### src/hdl/hub_cfg_defines.svh
// Offsets, field positions, reset values and timing counts of the block
//
// Contract
// - Nonzero product string length returns stored bytes for string index 2.
// - Descriptor carries product string length bytes, capped at PSTR_BYTES (64 by default).
// - Product string bytes are byte registers at 90h-CFh, reset zero.
// - Feature bit 4 gates the four hub status outputs.
// - Feature bit 0 set turns PLL spread spectrum off.
// - EEPROM load or later SMBus write; the most recent write wins.
// - Feature configuration register sits at offset F0h.
`ifndef HUB_CFG_DEFINES_SVH
`define HUB_CFG_DEFINES_SVH

`define PSTR_FIRST_OFS 8'h90
`define PSTR_LAST_OFS 8'hCF
`define FEAT_CFG_OFS 8'hF0
`define FEAT_CFG_RESET 8'h00
`define PSTR_RESET 8'h00
`define FEAT_SPREAD_DIS_BIT 0
`define FEAT_PWRON_LSB 1
`define FEAT_PWRON_MSB 3
`define FEAT_STS_EN_BIT 4
`define FEAT_RSVD_LSB 5
`define FEAT_RSVD_MSB 7
`define PSTR_STRING_INDEX 8'h02
`define PWRON_STEP_MS 200
`define CLK_MHZ 100
`define PWRON_STEP_CYCLES (`PWRON_STEP_MS * 1000 * `CLK_MHZ)

`endif

### src/hdl/hub_cfg_pkg.sv
// Types shared by the configuration slice
package hub_cfg_pkg;
  typedef enum logic [1:0] {
    PWR_IDLE,
    PWR_WAIT,
    PWR_ON
  } pwr_state_e;

  typedef enum logic [1:0] {
    DSC_IDLE,
    DSC_SEND
  } dsc_state_e;
endpackage

### src/hdl/hub_product_string_feature_cfg.sv
// Product string bytes, feature configuration and their effects
`timescale 1ns/1ps
`include "hub_cfg_defines.svh"
module hub_product_string_feature_cfg #(
  parameter int PSTR_BYTES = 64,
  parameter int STEP_CYCLES = `PWRON_STEP_CYCLES
) (
  input wire logic CORE_CLK,
  input wire logic SRST,
  // Configuration write/read port from EEPROM loader or SMBus slave
  input wire logic CFG_WR,
  input wire logic [7:0] CFG_ADDR,
  input wire logic [7:0] CFG_WDATA,
  output logic [7:0] CFG_RDATA,
  input wire logic [7:0] PRODUCT_STRING_LENGTH,
  // Descriptor byte stream for string requests
  input wire logic DESC_REQ,
  input wire logic [7:0] DESC_INDEX,
  input wire logic DESC_READY,
  output logic DESC_VALID,
  output logic [7:0] DESC_DATA,
  output logic DESC_LAST,
  output logic DESC_NOT_OURS,
  // Link state from the hub core
  input wire logic HIGH_SPEED_LINK_UP_OUT_IN,
  input wire logic HS_SUSP_IN,
  input wire logic SS_UP_IN,
  input wire logic SS_SUSP_IN,
  output logic HIGH_SPEED_LINK_UP_OUT,
  output logic HIGH_SPEED_SUSPENDED_OUT,
  output logic SUPERSPEED_LINK_UP_OUT,
  output logic SUPERSPEED_SUSPENDED_OUT,
  // Battery charging transition handshake
  input wire logic BC_TRANSITION,
  output logic PORT_POWER_SWITCH_CONTROL,
  output logic POWER_ON_BUSY,
  output logic PLL_SPREAD_SPECTRUM_DISABLE
);
  if (PSTR_BYTES < 1 || PSTR_BYTES > 64) begin : g_bad_bytes
    $error("PSTR_BYTES must be 1..64");
  end
  if (STEP_CYCLES < 1) begin : g_bad_step
    $error("STEP_CYCLES must be at least 1");
  end

  // ----------------------------------------
  // Register file
  // ----------------------------------------
  logic [7:0] product_string_octet_r [PSTR_BYTES];
  logic [7:0] product_string_octet_nxt [PSTR_BYTES];
  logic [7:0] feat_r;
  logic [7:0] feat_nxt;

  function automatic logic in_pstr(input logic [7:0] a);
    in_pstr = (a >= `PSTR_FIRST_OFS) &&
              (a < `PSTR_FIRST_OFS + 8'(PSTR_BYTES));
  endfunction

  always_comb begin
    for (int i = 0; i < PSTR_BYTES; i++) begin
      product_string_octet_nxt[i] = product_string_octet_r[i];
      if (CFG_WR && in_pstr(CFG_ADDR) &&
          (CFG_ADDR - `PSTR_FIRST_OFS) == 8'(i)) begin
        product_string_octet_nxt[i] = CFG_WDATA;
      end
    end
    feat_nxt = feat_r;
    if (CFG_WR && CFG_ADDR == `FEAT_CFG_OFS) begin
      feat_nxt = CFG_WDATA;
    end
  end

  always_ff @(posedge CORE_CLK) begin
    if (SRST) begin
      for (int i = 0; i < PSTR_BYTES; i++) begin
        product_string_octet_r[i] <= `PSTR_RESET;
      end
      feat_r <= `FEAT_CFG_RESET;
    end else begin
      product_string_octet_r <= product_string_octet_nxt;
      feat_r <= feat_nxt;
    end
  end

  logic [7:0] rdata_nxt;
  always_comb begin
    rdata_nxt = 8'h00;
    if (in_pstr(CFG_ADDR)) begin
      rdata_nxt = product_string_octet_r[6'(CFG_ADDR - `PSTR_FIRST_OFS)];
    end else if (CFG_ADDR == `FEAT_CFG_OFS) begin
      rdata_nxt = feat_r;
    end
  end

  always_ff @(posedge CORE_CLK) begin
    if (SRST) begin
      CFG_RDATA <= 8'h00;
    end else begin
      CFG_RDATA <= rdata_nxt;
    end
  end

  logic status_output_enable;
  logic [2:0] power_on_delay_setting;
  assign status_output_enable = feat_r[`FEAT_STS_EN_BIT];
  assign power_on_delay_setting = feat_r[`FEAT_PWRON_MSB:`FEAT_PWRON_LSB];

  // ----------------------------------------
  // Status outputs and spread spectrum
  // ----------------------------------------
  logic [3:0] sts_nxt;
  logic [3:0] sts_r;
  logic spread_r;
  always_comb begin
    sts_nxt = 4'h0;
    if (status_output_enable) begin
      sts_nxt = {SS_SUSP_IN, SS_UP_IN, HS_SUSP_IN, HIGH_SPEED_LINK_UP_OUT_IN};
    end
  end

  always_ff @(posedge CORE_CLK) begin
    if (SRST) begin
      sts_r <= 4'h0;
      spread_r <= 1'b0;
    end else begin
      sts_r <= sts_nxt;
      spread_r <= feat_r[`FEAT_SPREAD_DIS_BIT];
    end
  end

  assign HIGH_SPEED_LINK_UP_OUT = sts_r[0];
  assign HIGH_SPEED_SUSPENDED_OUT = sts_r[1];
  assign SUPERSPEED_LINK_UP_OUT = sts_r[2];
  assign SUPERSPEED_SUSPENDED_OUT = sts_r[3];
  assign PLL_SPREAD_SPECTRUM_DISABLE = spread_r;

  // ----------------------------------------
  // Power-on enable delay
  // ----------------------------------------
  hub_cfg_pkg::pwr_state_e pwr_r;
  hub_cfg_pkg::pwr_state_e pwr_nxt;
  logic [31:0] tick_r;
  logic [31:0] tick_nxt;
  logic [2:0] steps_r;
  logic [2:0] steps_nxt;

  always_comb begin
    pwr_nxt = pwr_r;
    tick_nxt = tick_r;
    steps_nxt = steps_r;
    unique case (pwr_r)
      hub_cfg_pkg::PWR_IDLE: begin
        if (BC_TRANSITION) begin
          pwr_nxt = (power_on_delay_setting == 3'h0) ?
                    hub_cfg_pkg::PWR_ON : hub_cfg_pkg::PWR_WAIT;
          steps_nxt = power_on_delay_setting;
          tick_nxt = 32'h0;
        end
      end
      hub_cfg_pkg::PWR_WAIT: begin
        if (tick_r == 32'(STEP_CYCLES - 1)) begin
          tick_nxt = 32'h0;
          steps_nxt = steps_r - 3'h1;
          if (steps_r == 3'h1) begin
            pwr_nxt = hub_cfg_pkg::PWR_ON;
          end
        end else begin
          tick_nxt = tick_r + 32'h1;
        end
      end
      hub_cfg_pkg::PWR_ON: begin
        if (BC_TRANSITION) begin
          pwr_nxt = hub_cfg_pkg::PWR_IDLE;
        end
      end
    endcase
  end

  always_ff @(posedge CORE_CLK) begin
    if (SRST) begin
      pwr_r <= hub_cfg_pkg::PWR_IDLE;
      tick_r <= 32'h0;
      steps_r <= 3'h0;
    end else begin
      pwr_r <= pwr_nxt;
      tick_r <= tick_nxt;
      steps_r <= steps_nxt;
    end
  end

  assign PORT_POWER_SWITCH_CONTROL = (pwr_r == hub_cfg_pkg::PWR_ON);
  assign POWER_ON_BUSY = (pwr_r == hub_cfg_pkg::PWR_WAIT);

  // ----------------------------------------
  // Product string descriptor stream
  // ----------------------------------------
  hub_cfg_pkg::dsc_state_e dsc_r;
  hub_cfg_pkg::dsc_state_e dsc_nxt;
  logic [7:0] ptr_r;
  logic [7:0] ptr_nxt;
  logic [7:0] len_r;
  logic [7:0] len_nxt;
  logic not_ours_nxt;
  logic not_ours_r;
  logic [7:0] dout_r;
  logic [7:0] dout_nxt;

  always_comb begin
    dsc_nxt = dsc_r;
    ptr_nxt = ptr_r;
    len_nxt = len_r;
    not_ours_nxt = 1'b0;
    dout_nxt = 8'h00;
    unique case (dsc_r)
      hub_cfg_pkg::DSC_IDLE: begin
        if (DESC_REQ) begin
          if (DESC_INDEX == `PSTR_STRING_INDEX &&
              PRODUCT_STRING_LENGTH != 8'h00) begin
            dsc_nxt = hub_cfg_pkg::DSC_SEND;
            ptr_nxt = 8'h00;
            len_nxt = (PRODUCT_STRING_LENGTH > 8'(PSTR_BYTES)) ?
                      8'(PSTR_BYTES) : PRODUCT_STRING_LENGTH;
          end else begin
            not_ours_nxt = 1'b1;
          end
        end
      end
      hub_cfg_pkg::DSC_SEND: begin
        if (DESC_READY) begin
          ptr_nxt = ptr_r + 8'h01;
          if (ptr_r == len_r - 8'h01) begin
            dsc_nxt = hub_cfg_pkg::DSC_IDLE;
          end
        end
      end
    endcase
    // Next byte is registered so the data output comes from a flop
    if (dsc_nxt == hub_cfg_pkg::DSC_SEND) begin
      dout_nxt = product_string_octet_r[6'(ptr_nxt)];
    end
  end

  always_ff @(posedge CORE_CLK) begin
    if (SRST) begin
      dsc_r <= hub_cfg_pkg::DSC_IDLE;
      ptr_r <= 8'h00;
      len_r <= 8'h00;
      not_ours_r <= 1'b0;
      dout_r <= 8'h00;
    end else begin
      dsc_r <= dsc_nxt;
      ptr_r <= ptr_nxt;
      len_r <= len_nxt;
      not_ours_r <= not_ours_nxt;
      dout_r <= dout_nxt;
    end
  end

  assign DESC_VALID = (dsc_r == hub_cfg_pkg::DSC_SEND);
  assign DESC_DATA = dout_r;
  assign DESC_LAST = DESC_VALID && (ptr_r == len_r - 8'h01);
  assign DESC_NOT_OURS = not_ours_r;
endmodule

### config.mk
export PLATFORM = sky130hd
export DESIGN_NAME = hub_product_string_feature_cfg
export DESIGN_NICKNAME = d
export VERILOG_FILES = /design/src/hdl/hub_cfg_pkg.sv /design/src/hdl/hub_product_string_feature_cfg.sv
export VERILOG_INCLUDE_DIRS = /design/src /design/src/hdl
export SDC_FILE = /design/constraint.sdc
export NUM_CORES = 2
export LEC_CHECK = 0
export BUFFER_PORTS_ARGS = -buffer_cell sky130_fd_sc_hd__buf_4
export CAP_MARGIN = 10
export CORE_ASPECT_RATIO = 1.75
export CORE_MARGIN = 1
export CORE_UTILIZATION = 65
export CTS_BUF_LIST = sky130_fd_sc_hd__clkbuf_8 sky130_fd_sc_hd__clkbuf_16
export DETAILED_ROUTE_END_ITERATION = 10
export HOLD_SLACK_MARGIN = 0.02
export PLACE_DENSITY_LB_ADDON = 0.2
export RECOVER_POWER = 100
export SETUP_SLACK_MARGIN = 0.5
export SYNTH_ARGS = -nofsm -noshare
export SYNTH_HDL_FRONTEND = slang
export SYNTH_SLANG_ARGS = --single-unit
### constraint.sdc
create_clock -name CORE_CLK -period 5.2 [get_ports CORE_CLK]
set_input_delay 0.78 -clock CORE_CLK [delete_from_list [all_inputs] [get_ports CORE_CLK]]
set_output_delay 0.78 -clock CORE_CLK [all_outputs]
set_load 0.01 [all_outputs]
==> results.toml <==
[floorplan]
num_rows = 105
x_dimension_of_the_die_um = 167.6
vert_die_dim_um = 291.8
core_box_area_um2 = 47160
initial_utilization_pct = 66.14
dieArea_um2 = 48910
top_level_ports = 68

[timing]
worstMarginPinSlew_ns = 2.828
grt_setup_unrepaired = "no"
timing_max_transition_violations_final = 572
final_hold_viol_count = 0
skew_ns = 0.03725
finalSetupViolations = 0
period_utilisation_layout_pct = 89.04
min_period_ns = 4.630
fmaxAchievable_mhz = 216.0
max_slew_margin_pct = -88.53
setup_tns_ns = 0
setup_ws_final_ns = 0.5698

[global_routing]
wire_length_of_the_first_global_routing_pass_mm = 191.7
global_route.usage.met2_pct = 78.65
grt_busiest_layer = "met2"
grt_util_met3_pct = 18.38
antenna_violations_before_repair = 20
overflow = 0
global_route.usage.met1_pct = 57.38
grtUsageTotal_pct = 52.12
pin_count_of_the_biggest_net_entering_global_routing = 232
grt_pass1_vias = 31380

[drt]
post_detailed_routing_wire_length_mm = 128.5
dr_total_vias = 32720
post_drt_wl_per_cell_um = 29.43
post_drt_via_cell_ratio = 7.493
ant_nets = 0
detail_route.iter0.violations = 5725
first_pass_iters = 11
drt_drc_violations_left = 0

[logic_synthesis]
synth_enable_flop_cells = 0
synth.area.top_cells = "sky130_fd_sc_hd__dfxtp_1 (38%), sky130_fd_sc_hd__mux4_2 (12%), sky130_fd_sc_hd__nand2_1 (11%), sky130_fd_sc_hd__a21oi_1 (10%), sky130_fd_sc_hd__nand3_1 (9.4%)"
synth_area_leader_cell = "sky130_fd_sc_hd__dfxtp_1"
synth_seq_area_share_pct = 38.31
synthArstFlopShare_pct = 0
synth-main-ff-cell = "sky130_fd_sc_hd__dfxtp_1"
syn_area_um2 = 31200
syn-mean-instance-area_um2 = 8.032
synth_warnings = 0
postSynthCellCount = 3884
syn-num-nets = 3941
synth.top_cell.area_share_pct = 38.31
ys_seq_elements = 597
synth_cell_type_count = 74

[clock_network]
cts_repair_resize_count = 0
cts-root-buf = "sky130_fd_sc_hd__clkbuf_16"
h-tree-depth = 2
post_cts_buffers = 0
tritoncts = "yes"
cts.clk_slew.worst_paths_ns = 0.07
cts_made_buffers = 54
ctsLongestPathBuffers = 3
postCtsHoldBufs = 0
clock_latency_ns = 0.63
clock-sinks = 597

[pwr]
p_leak_nw = 10.68
p_total_mw = 9.435
power.ir.vdd_worst_mv = 0.2917
cellPowerDensity_nw_per_um2 = 279.0

[placed_design]
place_ws_ns = 0.5556
routabilityCongestion = 1.080
detailedPlacementHpwl_mm = 80.43
dp_cells = 4259
port_buffers = 67

[critical_path]
criticalPathCategory = "in2reg"
critical_path_required_ns = 5.58
setup.worst_path.end_class = "flip-flop"
critical_path.startpoint_type = "input pin"
critical_path.max_fanout = 44
critPathArrivalTime_ns = 5.01

[layout]
layout.cells.non_filler = 4367
area_growth_syn_to_layout_pct = 8.391
nets = 3784
layout.cells.most_common_list = "sky130_fd_sc_hd__nand2_1 (880), sky130_fd_sc_hd__a21oi_1 (631), sky130_fd_sc_hd__dfxtp_1 (597), sky130_fd_sc_hd__nand3_1 (584), sky130_fd_sc_hd__mux4_2 (170)"
filler_cell_count = 3715
mostFrequentLayoutCell = "sky130_fd_sc_hd__nand2_1"
post_route_cells_drive_above_1_share_pct = 11.90

[run]
drv_cap = 7

[outcome]
violations_in_the_final_reports = "capacitance limit, slew limit"
outcome = "finished with violations"

[worst_hold_path]
hp-class = "in2reg"
## path summary, 6_finish.rpt
check / cells after the start / slack (ns) / startpoint / end
worst max-delay path: 11 / 0.57 / CFG_ADDR[0] / product_string_octet_r[296]
worst min-delay path: 2 / 0.35 / SS_UP_IN / sts_r[2]
worst max register to register: 8 / 0.88 / dsc_r[0] / DESC_DATA[1]
worst min register to register: 2 / 0.46 / feat_r[5] / feat_r[5]
## critical path, cell delays in order
cell and delay, ns:
sky130_fd_sc_hd__clkbuf_8 0.36, sky130_fd_sc_hd__nor4_1 0.48, sky130_fd_sc_hd__nand2_1 0.13, sky130_fd_sc_hd__a31oi_1 0.19, sky130_fd_sc_hd__clkbuf_1 0.48, sky130_fd_sc_hd__nand3b_1 0.31
sky130_fd_sc_hd__nor2_2 0.18, sky130_fd_sc_hd__clkbuf_2 0.97, sky130_fd_sc_hd__nand2_1 0.73, sky130_fd_sc_hd__nand2_1 0.23, sky130_fd_sc_hd__a21oi_1 0.10
## cell type report
| cell class | count | area, µm² | share of cell area (%) |
|---|---|---|---|
| clock inverter | 34 | 379.1 | 1.121 |
| multi-input combinational | 2898 | 17820 | 52.70 |
| tap | 588 | 735.7 | 2.176 |
| inverter | 16 | 60.06 | 0.1776 |
| sequential | 597 | 11950 | 35.35 |
| timing repair buffer | 160 | 1310 | 3.874 |
| clock buffer | 67 | 1541 | 4.559 |
| antenna | 7 | 17.52 | 0.05180 |
## kinds of logic (layout without fill, tap and decap cells)
group	count (synthesis)	count (layout)	share of synthesized area, %
mux	229	229	14.28
xor+xnor	48	48	1.348
fa+ha+maj	15	15	0.6016
compound gates	889	889	16.29
buf+inv	389	277	4.973
simple gates	1717	1717	24.20
other cells	0	7	0
flops	597	597	38.31
## power by group
part	total [mW]	switching, mW	internal [mW]
logic	0.474	0.363	0.111
clock network	4.38	1.89	2.49
registers	4.58	0.00327	4.57
total	9.44	2.26	7.18
## through the flow
| stage | area (µm²) | hold WS (ns) | util [%] |
|---|---|---|---|
| 6_report | 33810 | 0.3508 | 71.69 |
| 4_1_cts | 34000 | 0.3657 | 72.09 |
| 3_5_place_dp | 32080 | 0.4514 | 68.02 |
| 3_3_place_gp | 32070 | 0.4401 | 68.00 |
| 2_1_floorplan | 31200 | 0.4319 | - |
| 5_1_grt | 33800 | 0.3735 | 71.66 |
## sequential cells by signal, indices dropped and copies added (netlist names)
register / cells
CFG_RDATA: 8
DESC_DATA: 8
DESC_NOT_OURS: 1
PLL_SPREAD_SPECTRUM_DISABLE: 1
dsc_r: 2
feat_r: 8
len_r: 8
product_string_octet_r: 512
ptr_r: 8
pwr_r: 2
steps_r: 3
sts_r: 4
tick_r: 32
## metal layers
| metal | routed length, µm | vias to the layer above |
|---|---|---|
| li1 | - | 13590 |
| met1 | 39850 | 15300 |
| met2 | 55800 | 2869 |
| met3 | 18400 | 941 |
| met4 | 14330 | 20 |
| met5 | 133 | - |
## cell usage after synthesis, types with 7 or more instances
cell,instances
sky130_fd_sc_hd__nor2b_1,9
sky130_fd_sc_hd__mux2_2,28
sky130_fd_sc_hd__a32o_1,8
sky130_fd_sc_hd__xnor2_1,23
sky130_fd_sc_hd__o221ai_1,9
sky130_fd_sc_hd__a31oi_1,35
sky130_fd_sc_hd__mux4_2,170
sky130_fd_sc_hd__buf_1,32
sky130_fd_sc_hd__buf_4,7
sky130_fd_sc_hd__a21oi_1,631
sky130_fd_sc_hd__inv_1,16
sky130_fd_sc_hd__nand2_1,880
sky130_fd_sc_hd__mux2i_1,31
sky130_fd_sc_hd__a221oi_1,7
sky130_fd_sc_hd__dfxtp_1,597
sky130_fd_sc_hd__nand4_1,13
sky130_fd_sc_hd__a211oi_1,16
sky130_fd_sc_hd__nor3_1,19
sky130_fd_sc_hd__a22oi_1,12
sky130_fd_sc_hd__and3_1,22
sky130_fd_sc_hd__o22ai_1,28
sky130_fd_sc_hd__buf_2,40
sky130_fd_sc_hd__and2_1,10
sky130_fd_sc_hd__or3_1,9
sky130_fd_sc_hd__o21ai_0,46
sky130_fd_sc_hd__o211ai_1,11
sky130_fd_sc_hd__a211o_1,8
sky130_fd_sc_hd__ha_1,15
sky130_fd_sc_hd__xor2_1,25
sky130_fd_sc_hd__nand3_1,584
sky130_fd_sc_hd__a221o_1,9
sky130_fd_sc_hd__clkbuf_1,292
sky130_fd_sc_hd__a32oi_1,22
sky130_fd_sc_hd__nor4_1,15
sky130_fd_sc_hd__nor2_1,120
(Power assumes the default switching activity.)
